File: src/include/irq_map_pkg.sv
`default_nettype none
package irq_map_pkg;
  // register byte offsets on the slave port
  localparam logic [7:0] OFS_FLAG   = 8'h00;
  localparam logic [7:0] OFS_ENABLE = 8'h04;
  localparam logic [7:0] OFS_PW8    = 8'h08;
  localparam logic [7:0] OFS_PW9    = 8'h0c;
  localparam logic [7:0] OFS_PW10   = 8'h10;
  localparam logic [7:0] OFS_STATUS = 8'h14;
  localparam logic [7:0] OFS_MASK   = 8'h18;
  localparam int         WORD_LSB   = 2;

  // sources live in bits 7..31; lower bits belong to other irq numbers
  localparam logic [31:0] IMPL_MASK    = 32'hffff_ff80;
  localparam logic [31:0] PERSIST_MASK = 32'h0fff_ff80;
  localparam logic [31:0] PRIO_MASK    = 32'h1f1f_1f1f;
  localparam logic [31:0] RESET_WORD   = 32'h0000_0000;
  localparam int          SRC_LO       = 7;
  localparam int          SRC_HI       = 31;
  localparam logic [5:0]  IRQ_BASE     = 6'h20;
  localparam logic [5:0]  VEC_BASE     = 6'h20;

  // priority field layout: 3-bit level above a 2-bit sub-priority
  localparam int SLOT_STRIDE  = 8;
  localparam int GRP_PER_WORD = 4;
  localparam int KEY_W        = 5;
  localparam int SUB_W        = 2;
  localparam int NGRP         = 12;
  localparam int GRP_START [NGRP] =
    '{7, 10, 13, 16, 18, 21, 24, 27, 28, 29, 30, 31};

  // status register bits
  localparam int ST_NEWREQ = 0;
  localparam int ST_LOST   = 1;
  localparam int ST_W      = 2;

  // event lines, msb first so that {evt, 7 zeros} lands on flag bits
  typedef struct packed {
    logic dma_chan_three_evt;
    logic dma_chan_two_evt;
    logic dma_chan_one_evt;
    logic dma_chan_zero_evt;
    logic charge_time_unit_evt;
    logic i2c_two_controller_evt;
    logic i2c_two_target_evt;
    logic i2c_two_collision_evt;
    logic uart_two_tx_evt;
    logic uart_two_rx_evt;
    logic uart_two_err_evt;
    logic spi_two_tx_evt;
    logic spi_two_rx_evt;
    logic spi_two_fault_evt;
    logic parallel_port_err_evt;
    logic parallel_port_evt;
    logic port_c_change_evt;
    logic port_b_change_evt;
    logic port_a_change_evt;
    logic i2c_one_controller_evt;
    logic i2c_one_target_evt;
    logic i2c_one_collision_evt;
    logic uart_one_tx_evt;
    logic uart_one_rx_evt;
    logic uart_one_fault_evt;
  } evt_t;

  // request presented to the cpu vectoring logic
  typedef struct packed {
    logic       valid;
    logic [5:0] vector;
    logic [5:0] irq;
    logic [2:0] level;
    logic [1:0] sub;
  } req_t;

  // shared-vector group of a flag bit
  function automatic int src_grp(input int b);
    int g;
    g = 0;
    for (int i = 1; i < NGRP; i++) begin
      if (b >= GRP_START[i]) g = i;
    end
    return g;
  endfunction : src_grp
endpackage : irq_map_pkg
`default_nettype wire

File: src/rtl/irq_vector_map_upper.sv
// The register offsets and the Avalon-MM interface to the registers were left to the implementer.
`timescale 1ns/10ps
`default_nettype none
// How it works
// [RULE_01] uart one fault/rx/tx: irq 39-41, vector 32, bits 7-9, eight slot 0
// [RULE_02] i2c one events: irq 42-44, vector 33, bits 10-12, eight slot 1
// [RULE_03] port a/b/c change: irq 45-47, vector 34, bits 13-15, eight slot 2
// [RULE_04] parallel port: irq 48-49, vector 35, bits 16-17, eight slot 3
// [RULE_05] spi two events: irq 50-52, vector 36, bits 18-20, word nine slot 0
// [RULE_06] uart two events: irq 53-55, vector 37, bits 21-23, nine slot 1
// [RULE_07] i2c two: irq 56-58 vector 38; charge unit irq 59 vector 39
// [RULE_08] dma channels 0-3: irq 60-63, vectors 40-43, bits 28-31, word ten
// [RULE_09] dma flags set on edges only; all other sources are persistent
// [RULE_10] flag and enable of a source share one bit position
// [RULE_11] sources absent on a variant never raise their flag
// [RULE_12] flag on event; request needs flag and enable; best priority wins
module irq_vector_map_upper
  import irq_map_pkg::*;
#(
  parameter logic [31:0] PRESENT_MASK = IMPL_MASK
) (
  input  wire logic        CLK,
  input  wire logic        RESET,
  input  wire evt_t        EVT,
  input  wire logic [7:0]  AVS_ADDRESS,
  input  wire logic        AVS_READ,
  input  wire logic        AVS_WRITE,
  input  wire logic [31:0] AVS_WRITEDATA,
  input  wire logic [3:0]  AVS_BYTEENABLE,
  output logic      [31:0] AVS_READDATA,
  output logic             AVS_WAITREQUEST,
  output logic             IRQ_OUT,
  output req_t             CPU_REQ
);
  // byte enables widened to a bit mask
  function automatic logic [31:0] lane_mask(input logic [3:0] be);
    return {{8{be[3]}}, {8{be[2]}}, {8{be[1]}}, {8{be[0]}}};
  endfunction : lane_mask

  // merge a write into a register under lanes and implemented bits
  function automatic logic [31:0] merge(input logic [31:0] old,
                                        input logic [31:0] wd,
                                        input logic [31:0] m);
    return (old & ~m) | (wd & m);
  endfunction : merge

  logic [31:0] evt_word;
  logic [31:0] flags;
  logic        lost;
  logic        arb_found;
  logic [4:0]  arb_bit;
  logic [KEY_W-1:0] arb_key;

  // bus handshake state
  logic        ack_q, ack_d;
  logic        wreq_q, wreq_d;
  logic [31:0] rdata_q, rdata_d;
  logic        acc_wr, acc_rd;
  logic [31:0] wmask;
  logic [5:0]  widx;

  // software registers
  logic [31:0]      en_q, en_d;
  logic [2:0][31:0] pw_q, pw_d;
  logic [ST_W-1:0]  st_q, st_d, st_set;
  logic [ST_W-1:0]  msk_q, msk_d;
  logic             irq_q, irq_d;
  req_t             cpu_q, cpu_d;
  logic [31:0]      pend;

  // event lines sit directly on their flag bit positions
  assign evt_word = {EVT, 7'h00}; // [RULE_01] [RULE_02] [RULE_03] [RULE_04]

  // request is accepted in the same cycle that waitrequest is low
  assign acc_wr = ack_q & AVS_WRITE;
  assign acc_rd = ack_q & AVS_READ;
  assign wmask  = lane_mask(AVS_BYTEENABLE);
  assign widx   = AVS_ADDRESS[7:WORD_LSB];

  irq_flag_bank #(
    .PRESENT (PRESENT_MASK)
  ) u_flags (
    .clk     (CLK),
    .rst     (RESET),
    .evt     (evt_word),
    .wr_en   (acc_wr && widx == OFS_FLAG[7:WORD_LSB]),
    .wr_data (AVS_WRITEDATA),
    .wr_mask (wmask),
    .flags   (flags),
    .lost    (lost)
  );

  // flag and enable bits pair up position for position
  assign pend = flags & en_q & IMPL_MASK; // [RULE_10] [RULE_12]

  irq_arbiter u_arb (
    .pend  (pend),
    .pw    (pw_q),
    .found (arb_found),
    .bitno (arb_bit),
    .key   (arb_key)
  );

  // bus slave: one wait state, read data captured before the accept edge
  always_comb begin
    ack_d   = (AVS_READ | AVS_WRITE) & ~ack_q;
    wreq_d  = ~ack_d;
    rdata_d = rdata_q;
    if (ack_d && AVS_READ) begin
      case (widx)
        OFS_FLAG[7:WORD_LSB]:   rdata_d = flags;
        OFS_ENABLE[7:WORD_LSB]: rdata_d = en_q;
        OFS_PW8[7:WORD_LSB]:    rdata_d = pw_q[0];
        OFS_PW9[7:WORD_LSB]:    rdata_d = pw_q[1];
        OFS_PW10[7:WORD_LSB]:   rdata_d = pw_q[2];
        OFS_STATUS[7:WORD_LSB]: rdata_d = {{(32-ST_W){1'b0}}, st_q};
        OFS_MASK[7:WORD_LSB]:   rdata_d = {{(32-ST_W){1'b0}}, msk_q};
        default:                rdata_d = RESET_WORD; // unmapped reads zero
      endcase
    end
  end

  always_ff @(posedge CLK) begin
    if (RESET) begin
      ack_q   <= 1'b0;
      wreq_q  <= 1'b1;
      rdata_q <= RESET_WORD;
    end else begin
      ack_q   <= ack_d;
      wreq_q  <= wreq_d;
      rdata_q <= rdata_d;
    end
  end

  // register writes, status events, arbitration result
  always_comb begin
    en_d  = en_q;
    pw_d  = pw_q;
    msk_d = msk_q;
    if (acc_wr) begin
      case (widx)
        OFS_ENABLE[7:WORD_LSB]:
          en_d = merge(en_q, AVS_WRITEDATA, wmask & IMPL_MASK);
        OFS_PW8[7:WORD_LSB]:
          pw_d[0] = merge(pw_q[0], AVS_WRITEDATA, wmask & PRIO_MASK);
        OFS_PW9[7:WORD_LSB]:
          pw_d[1] = merge(pw_q[1], AVS_WRITEDATA, wmask & PRIO_MASK);
        OFS_PW10[7:WORD_LSB]:
          pw_d[2] = merge(pw_q[2], AVS_WRITEDATA, wmask & PRIO_MASK);
        OFS_MASK[7:WORD_LSB]:
          if (AVS_BYTEENABLE[0]) msk_d = AVS_WRITEDATA[ST_W-1:0];
        default: ;
      endcase
    end

    // vector and fields of the winning source; dma gets one vector each
    cpu_d        = '0;
    cpu_d.valid  = arb_found; // [RULE_12]
    cpu_d.irq    = IRQ_BASE + {1'b0, arb_bit}; // [RULE_08]
    cpu_d.vector = VEC_BASE + 6'(src_grp(int'(arb_bit))); // [RULE_07]
    cpu_d.level  = arb_key[KEY_W-1:SUB_W]; // [RULE_05] [RULE_06]
    cpu_d.sub    = arb_key[SUB_W-1:0];
    if (!arb_found) cpu_d = '0;

    // sticky status; only bits returned by the read are cleared
    st_set            = '0;
    st_set[ST_NEWREQ] = cpu_d.valid &&
                        (!cpu_q.valid || cpu_d.irq != cpu_q.irq);
    st_set[ST_LOST]   = lost;
    st_d = st_q;
    if (acc_rd && widx == OFS_STATUS[7:WORD_LSB])
      st_d = st_q & ~rdata_q[ST_W-1:0];
    st_d  = st_d | st_set; // a new event beats the read clear
    irq_d = |(st_d & msk_d);
  end

  always_ff @(posedge CLK) begin
    if (RESET) begin
      en_q  <= RESET_WORD;
      pw_q  <= '0;
      msk_q <= '0;
      st_q  <= '0;
      irq_q <= 1'b0;
      cpu_q <= '0;
    end else begin
      en_q  <= en_d;
      pw_q  <= pw_d;
      msk_q <= msk_d;
      st_q  <= st_d;
      irq_q <= irq_d;
      cpu_q <= cpu_d;
    end
  end

  assign AVS_READDATA    = rdata_q;
  assign AVS_WAITREQUEST = wreq_q;
  assign IRQ_OUT         = irq_q;
  assign CPU_REQ         = cpu_q;
endmodule : irq_vector_map_upper
`default_nettype wire

File: src/rtl/irq_flag_bank.sv
`timescale 1ns/10ps
`default_nettype none
module irq_flag_bank
  import irq_map_pkg::*;
#(
  parameter logic [31:0] PRESENT = IMPL_MASK
) (
  input  wire logic        clk,
  input  wire logic        rst,
  input  wire logic [31:0] evt,
  input  wire logic        wr_en,
  input  wire logic [31:0] wr_data,
  input  wire logic [31:0] wr_mask,
  output logic      [31:0] flags,
  output logic             lost
);
  logic [31:0] flags_q, flags_d, prev_q, hit;
  logic        lost_q, lost_d;

  // persistent sources set on level, dma sources only on a rising edge
  always_comb begin
    hit     = evt & PRESENT & IMPL_MASK &
              (PERSIST_MASK | (~prev_q & ~PERSIST_MASK)); // [RULE_09]
    flags_d = flags_q;
    if (wr_en) flags_d = (flags_q & ~wr_mask) | (wr_data & wr_mask);
    // set beats a software clear in the same cycle
    flags_d = (flags_d | hit) & PRESENT & IMPL_MASK; // [RULE_12] [RULE_11]
    lost_d  = |(hit & flags_q & ~PERSIST_MASK);
  end

  always_ff @(posedge clk) begin
    if (rst) begin
      flags_q <= RESET_WORD;
      prev_q  <= RESET_WORD;
      lost_q  <= 1'b0;
    end else begin
      flags_q <= flags_d;
      prev_q  <= evt;
      lost_q  <= lost_d;
    end
  end

  assign flags = flags_q;
  assign lost  = lost_q;
endmodule : irq_flag_bank
`default_nettype wire

File: src/rtl/irq_arbiter.sv
`timescale 1ns/10ps
`default_nettype none
module irq_arbiter
  import irq_map_pkg::*;
(
  input  wire logic [31:0]      pend,
  input  wire logic [2:0][31:0] pw,
  output logic                  found,
  output logic [4:0]            bitno,
  output logic [KEY_W-1:0]      key
);
  // highest level, then highest sub; a tie goes to the lower irq
  always_comb begin
    int g;
    logic [KEY_W-1:0] k;
    g     = 0;
    k     = '0;
    found = 1'b0;
    bitno = '0;
    key   = '0;
    for (int b = SRC_LO; b <= SRC_HI; b++) begin
      g = src_grp(b);
      k = pw[g / GRP_PER_WORD][(g % GRP_PER_WORD) * SLOT_STRIDE +: KEY_W];
      if (pend[b] && (!found || k > key)) begin // [RULE_12]
        found = 1'b1;
        bitno = 5'(b);
        key   = k;
      end
    end
  end
endmodule : irq_arbiter
`default_nettype wire

File: config.mk
export PLATFORM = sky130hd
export DESIGN_NAME = irq_vector_map_upper
export DESIGN_NICKNAME = d
export VERILOG_FILES = /design/src/include/irq_map_pkg.sv /design/src/rtl/irq_vector_map_upper.sv /design/src/rtl/irq_flag_bank.sv /design/src/rtl/irq_arbiter.sv
export SDC_FILE = /design/constraint.sdc
export NUM_CORES = 1
export LEC_CHECK = 0
export BUFFER_PORTS_ARGS = -buffer_cell sky130_fd_sc_hd__buf_2
export CAP_MARGIN = 20
export CORE_ASPECT_RATIO = 2
export CORE_MARGIN = 2
export CORE_UTILIZATION = 56
export DETAILED_ROUTE_END_ITERATION = 10
export PLACE_DENSITY = 0.83
export SLEW_MARGIN = 25
export SYNTH_ARGS = -nofsm -noshare
export SYNTH_HDL_FRONTEND = slang
export SYNTH_SLANG_ARGS = --single-unit
File: constraint.sdc
create_clock -name CLK -period 99.4 [get_ports CLK]
set_clock_uncertainty 0.1 [all_clocks]
set_input_delay 4.97 -clock CLK [delete_from_list [all_inputs] [get_ports CLK]]
set_output_delay 4.97 -clock CLK [all_outputs]
set_load 0.005 [all_outputs]
Yosys cells after proc, flatten, opt, wreduce, memory -nomap -nowiden
Cells that the tools add are included.

Input port bits: 73. Register bits: 250. Output and inout bits: 52.

Magnitude comparators: 35. Add/sub/neg operators: 2. Bitwise logic cells: 32. Mux-type cells: 93. Reductions and logical operators: 86. Equality and inequality tests: 7.

Operators with widths (count): bitwise AND 32 bit (10); two-way mux 5 bit (49); one-hot mux 32 bit (7 select lines) (1); OR 32 bit (6); greater-than comparator 5 bit (24); inverter 32 bit (3); two-way mux 6 bit (10); greater-or-equal comparator 5 bit (second input constant) (9); bitwise AND 32 x 29 -> 32 bit (1); two-way mux 32 bit (1); inverter 29 -> 32 bit (1); logical AND 1 bit (28); two-way mux 1 bit (26); logical NOT 1 bit (25); logical OR 1 bit (25); equality test 6 x 3 -> 1 bit (second input constant) (3); two-way mux 18 bit (1); equality test 6 x 2 -> 1 bit (second input constant) (2); OR reduction 11 bit (1); greater-or-equal comparator 5 x 4 -> 1 bit (second input constant) (2); two-way mux 2 bit (4); AND reduction 2 bit (4); adder 6 x 5 -> 6 bit (first input constant) (1); adder 6 bit (first input constant) (1); other kinds (11) (17).

Depth between registers and ports, before layout
Depth after elaboration: 118. Depth in mapped cells: 248.

Cells and area by module
Synthesis repeated with hierarchy kept, for this count alone.

Cell total of the unflattened synthesis: 1705. Area total of the unflattened synthesis: 13596.8 µm².

By module, submodules not included: irq_arbiter (instances 1, sequential area each 0.0 µm², cells each 903, area each 6144.6 µm²); irq_vector_map_upper (instances 1, sequential area each 2802.7 µm², cells each 646, area each 6029.5 µm²); irq_flag_bank (instances 1, sequential area each 600.6 µm², cells each 156, area each 1422.6 µm²).

Worst setup path before layout
OpenSTA, ideal clock, no wires.

Path kind: register -> register. From: register u_flags.flags_q[7] (netlist: u_flags.flags[7]). To: register st_q[0]. Slack: 59038 ps. Cell stages (with the launch flop): 235. Path buffers: 10. Required time: 99166 ps. Arrival time: 40128 ps. Path through: dfxtp_1 a222oi_1 buf_4 nor2_1 ha_1 nand2b_1 a311oi_1 nor4_1 nor4_4 nand2_1 o21ai_0 inv_1 ha_1 and3b_1 a311o_1 o31ai_4 o211ai_1 nand2_1 [... 199 more ...] a31oi_1 nor2_1 and2_1 a21oi_1 ha_1 nor2b_1 o21a_1 o21ai_0 nand2b_1 a21oi_1 o21ai_0 a31oi_1 nand2_1 nor3_1 a21bo_2 or3_1 a211oi_2 o22ai_1.

Longest elaborated chain between the ends: 104. Elaborated cells between the ends (all ways): 177. Classes of those cells: 1 x add/sub; 24 x order compare; 1 x eq/ne; 75 x mux; 2 x bitwise; 74 x reduce/logical.

RTL lines: from (decl) (RTL line irq_flag_bank.sv:17) `logic [31:0] flags_q, flags_d, prev_q, hit;`; from (signal assigned) (RTL line irq_flag_bank.sv:37) `flags_q <= flags_d;`; bitwise AND 32 bit * (RTL line irq_vector_map_upper.sv:94) `assign pend = flags & en_q & IMPL_MASK;`; two-way mux 5 bit / two-way mux 1 bit (equally long branches) (RTL line irq_arbiter.sv:24) `if (pend[b] && (!found || k > key)) begin`; greater-than comparator 5 bit / logical NOT 1 bit (equally long branches) (RTL line irq_arbiter.sv:24); logical OR 1 bit (RTL line irq_arbiter.sv:24); logical AND 1 bit (RTL line irq_arbiter.sv:24); two-way mux 5 bit / two-way mux 1 bit (equally long branches) (RTL line irq_arbiter.sv:24); greater-than comparator 5 bit / logical NOT 1 bit (equally long branches) (RTL line irq_arbiter.sv:24); logical OR 1 bit (RTL line irq_arbiter.sv:24); [... 88 more ...]; logical AND 1 bit (RTL line irq_arbiter.sv:24); two-way mux 5 bit (RTL line irq_arbiter.sv:24); adder 6 x 5 -> 6 bit (RTL line irq_vector_map_upper.sv:159) `cpu_d.irq = IRQ_BASE + {1'b0, arb_bit};`; two-way mux 18 bit * (RTL line irq_vector_map_upper.sv:163) `if (!arb_found) cpu_d = '0;`; inequality test 6 bit (RTL line irq_vector_map_upper.sv:168) `(!cpu_q.valid || cpu_d.irq != cpu_q.irq);`; logical OR 1 bit (RTL line irq_vector_map_upper.sv:168); logical AND 1 bit * (RTL line irq_vector_map_upper.sv:167) `st_set[ST_NEWREQ] = cpu_d.valid &&`; OR 2 bit * (RTL line irq_vector_map_upper.sv:173) `st_d = st_d | st_set;`; to (signal assigned) (RTL line irq_vector_map_upper.sv:189) `st_q <= st_d;`; to (decl) (RTL line irq_vector_map_upper.sv:65) `logic [ST_W-1:0] st_q, st_d, st_set;`.

Mark *: on every way between the ends. The rest lies on a longest branch, timed or not. A chain may end at the register's enable or synchronous reset.

==> impl_metrics.ini <==
[global_routing]
grt_usage = 0.327
grt_max_degree = 86
grt_first_pass_wirelength_mm = 66.7
grtUsageMet3 = 0.0526
gr-max-usage-layer = met2
grt_antenna_before_repair = 1
grt_pass1_vias = 13030
grt.overflow.total = 0
met1_usage = 0.417
met2_usage = 0.524

[floorplanning]
core_um2 = 23600
fp.dieW_um = 113
ios = 125
dieHeight_um = 223
start_util = 0.566
dieArea_um2 = 25200
num_rows = 80

[finish]
syn2layout_area_growth_pct = 9.44
fillCellCount = 2109
utilization = 0.620
nNetsFinal = 2061
drive_above_1_share = 0.134

[synthesis]
synth_seq_cells = 168
synth.top_cell.area_share = 0.251
synth_ff_type = dfxtp_1
synth_cell_types = 98
yosysSeqAreaShare = 0.251
synth.area.top_cells = dfxtp_1 (25%), ha_1 (8.9%), nand2_1 (7.6%)
synthArstFlopShare = 0
synth_edf_count = 0
syn_avg_cell_area_um2 = 7.29
yosysWarnings = 0
synth_top_cell_by_area = dfxtp_1
synth_cells = 1835
synth_area_um2 = 13400

[worst_setup_path]
cpMaxStageDelayCell = o221ai_1
crit_top_cell = ha_1
crit_path_max_fanout = 19
r2r_slack_ns = 51.82
crit_path_max_incr_delay_ns = 0.66
crit_required_ns = 99.61
endpoint_kind = flop
start_kind = flop
crit_arrival_ns = 47.79
worst-setup-path-type = flop to flop

[run]
maxCapViolCount = 0

[detailed_routing]
drc = 0
drtIter0Drc = 1647
ant_nets = 0
avgViaCountPerCell = 6.46
routedWlPerCell_um = 19.0
wirelength_mm = 41.7
vias = 14169
drtPass1Iterations = 8

[timing]
finalCritPeriodShare = 0.479
worstMarginPinSlew_ns = 0.920
final_max_slew_viol_count = 0
hold_viol = 0
max_freq_ghz = 0.0210
final.setup.tns_ns = 0
rsz0062_at_grt = false
layout_min_cycle_time_ns = 47.58
setup_violations = 0
slew_headroom = 0.383

[clocking]
cts_buffers = 17
cts_resized = 0
cts_tree = yes
clock-sinks = 168
clockBufferDepth = 2
cts-root-buf = clkbuf_16
cts_max_level = 4
path_clk_slew_ns = 0.07
post_cts_buffers = 0
cts_hold_buf = 0
clkLatencyLatePin_ns = 0.44

[place]
place_congestion = 0.963
port_buffers = 117
dpl.hpwl_mm = 31.5

[power_and_ir_drop]
vdd_drop_max_v = 0.0000153
power_density_nw_per_um2 = 9.96
p_leak_uw = 0.00582

[min_path]
hp-class = flop to flop

[status]
status = finished, final reports clean
[logic make-up after synthesis]
logic type               count (synthesis)  share of synthesized area
AND/OR/NAND/NOR                        732                      0.255
flip-flops                             168                      0.251
multiplexers                            97                     0.0774
adder cells (fa/ha/maj)                 95                     0.0888
other                                    1                   0.000280
buffers and inverters                  211                     0.0627
AO/OA/AOI/OAI                          526                      0.262
XOR/XNOR                                 5                    0.00327
[routing by layer]
| metal | share of wire | vias to the layer above |
|---|---|---|
| li1 | - | 6749 |
| met1 | 0.40 | 6502 |
| met2 | 0.45 | 781 |
| met3 | 0.087 | 137 |
| met4 | 0.061 | 0 |
| met5 | 0 | - |
[worst max-delay path, delay by kind of cell (launching register included)]
family,cells,cell delay (ns)
AO/OA/AOI/OAI,97,22.03
adder cells (fa/ha/maj),22,6.11
buffers and inverters,18,1.32
flip-flops,1,0.37
multiplexers,15,4.85
AND/OR/NAND/NOR,73,12.59
[synth_stat cells, drive strengths merged, types with 16 or more instances]
master,number
ha,95
nor2,168
and2,30
o21ai,83
mux2i,45
mux2,52
nand3,114
nor3,23
a22oi,19
inv,118
nand2b,23
nand2,270
clkbuf,78
a211oi,16
a31oi,46
dfxtp,168
nor2b,24
a21oi,191
[through the flow]
step	instances	instance area [µm²]	total power (µW)	hold slack [ns]	worst slack (ns)
3_5_place_dp	2161	14000	79.2	0.361	52.77
4_1_cts	2193	14600	145	0.370	52.62
3_3_place_gp	2161	14000	79.1	0.344	53.49
6_report	2194	14600	146	0.372	51.82
2_1_floorplan	1837	13400	75.2	0.324	59.04
5_1_grt	2194	14600	149	0.398	47.72
[placed cells by master, fill, tap and decap left out, types with 6 or more instances in the layout]
| cell | netlist | final |
|---|---|---|
| nand2_1 | 270 | 270 |
| a21oi_1 | 189 | 189 |
| dfxtp_1 | 168 | 168 |
| nor2_1 | 168 | 167 |
| inv_1 | 117 | 117 |
| buf_2 | 2 | 116 |
| nand3_1 | 114 | 114 |
| ha_1 | 95 | 95 |
| o21ai_0 | 75 | 75 |
| mux2_2 | 52 | 52 |
| a31oi_1 | 46 | 46 |
| mux2i_1 | 45 | 45 |
| and2_1 | 29 | 29 |
| nor2b_1 | 24 | 24 |
| nand2b_1 | 23 | 22 |
| nor3_1 | 22 | 21 |
| a22oi_1 | 19 | 19 |
| clkbuf_16 | 0 | 17 |
| a21o_1 | 15 | 15 |
| and3_1 | 14 | 14 |
| nand4_1 | 14 | 14 |
| buf_4 | 8 | 14 |
| a222oi_1 | 12 | 12 |
| o21a_1 | 12 | 12 |
| o211ai_1 | 11 | 11 |
| a211o_1 | 10 | 10 |
| a211oi_1 | 10 | 10 |
| a221oi_1 | 10 | 10 |
| nor4_1 | 9 | 9 |
| a311o_1 | 8 | 8 |
| a21boi_0 | 8 | 8 |
| o22ai_1 | 8 | 8 |
| a311oi_1 | 6 | 6 |
| o21bai_1 | 6 | 6 |
| or3_1 | 6 | 6 |
| a211oi_2 | 6 | 6 |
| nand3b_1 | 6 | 6 |
[report_power, final]
| part | internal [µW] | total [µW] | switching [µW] | leakage, µW |
|---|---|---|---|---|
| Sequential | 68.3 | 69.5 | 1.25 | 0.00136 |
| Combinational | 2.70 | 8.48 | 5.77 | 0.00416 |
| Clock | 36.3 | 67.9 | 31.5 | 0.000295 |
| Total | 107 | 146 | 38.6 | 0.00582 |
[path summary, 6_finish.rpt]
| path | start | end | depth (start not counted) |
|---|---|---|---|
| max reg2reg | flop | st_q[0]$_SDFF_PP0_ | 225 |
| min reg2reg | flop | flop | 2 |
| max | flop | st_q[0]$_SDFF_PP0_ | 225 |
| min | flop | flop | 2 |
[final cells by class]
class	instances	area, µm²	area share
inverters	118	443	0.0302
repair buffers	130	686	0.0468
multi-input cells	1458	9200	0.628
flip-flops and latches	168	3360	0.230
diodes	1	2.50	0.000171
well taps	287	359	0.0245
clock buffers	18	439	0.0300
clock inverters	14	155	0.0106
Power figures use the tool's default switching activity.
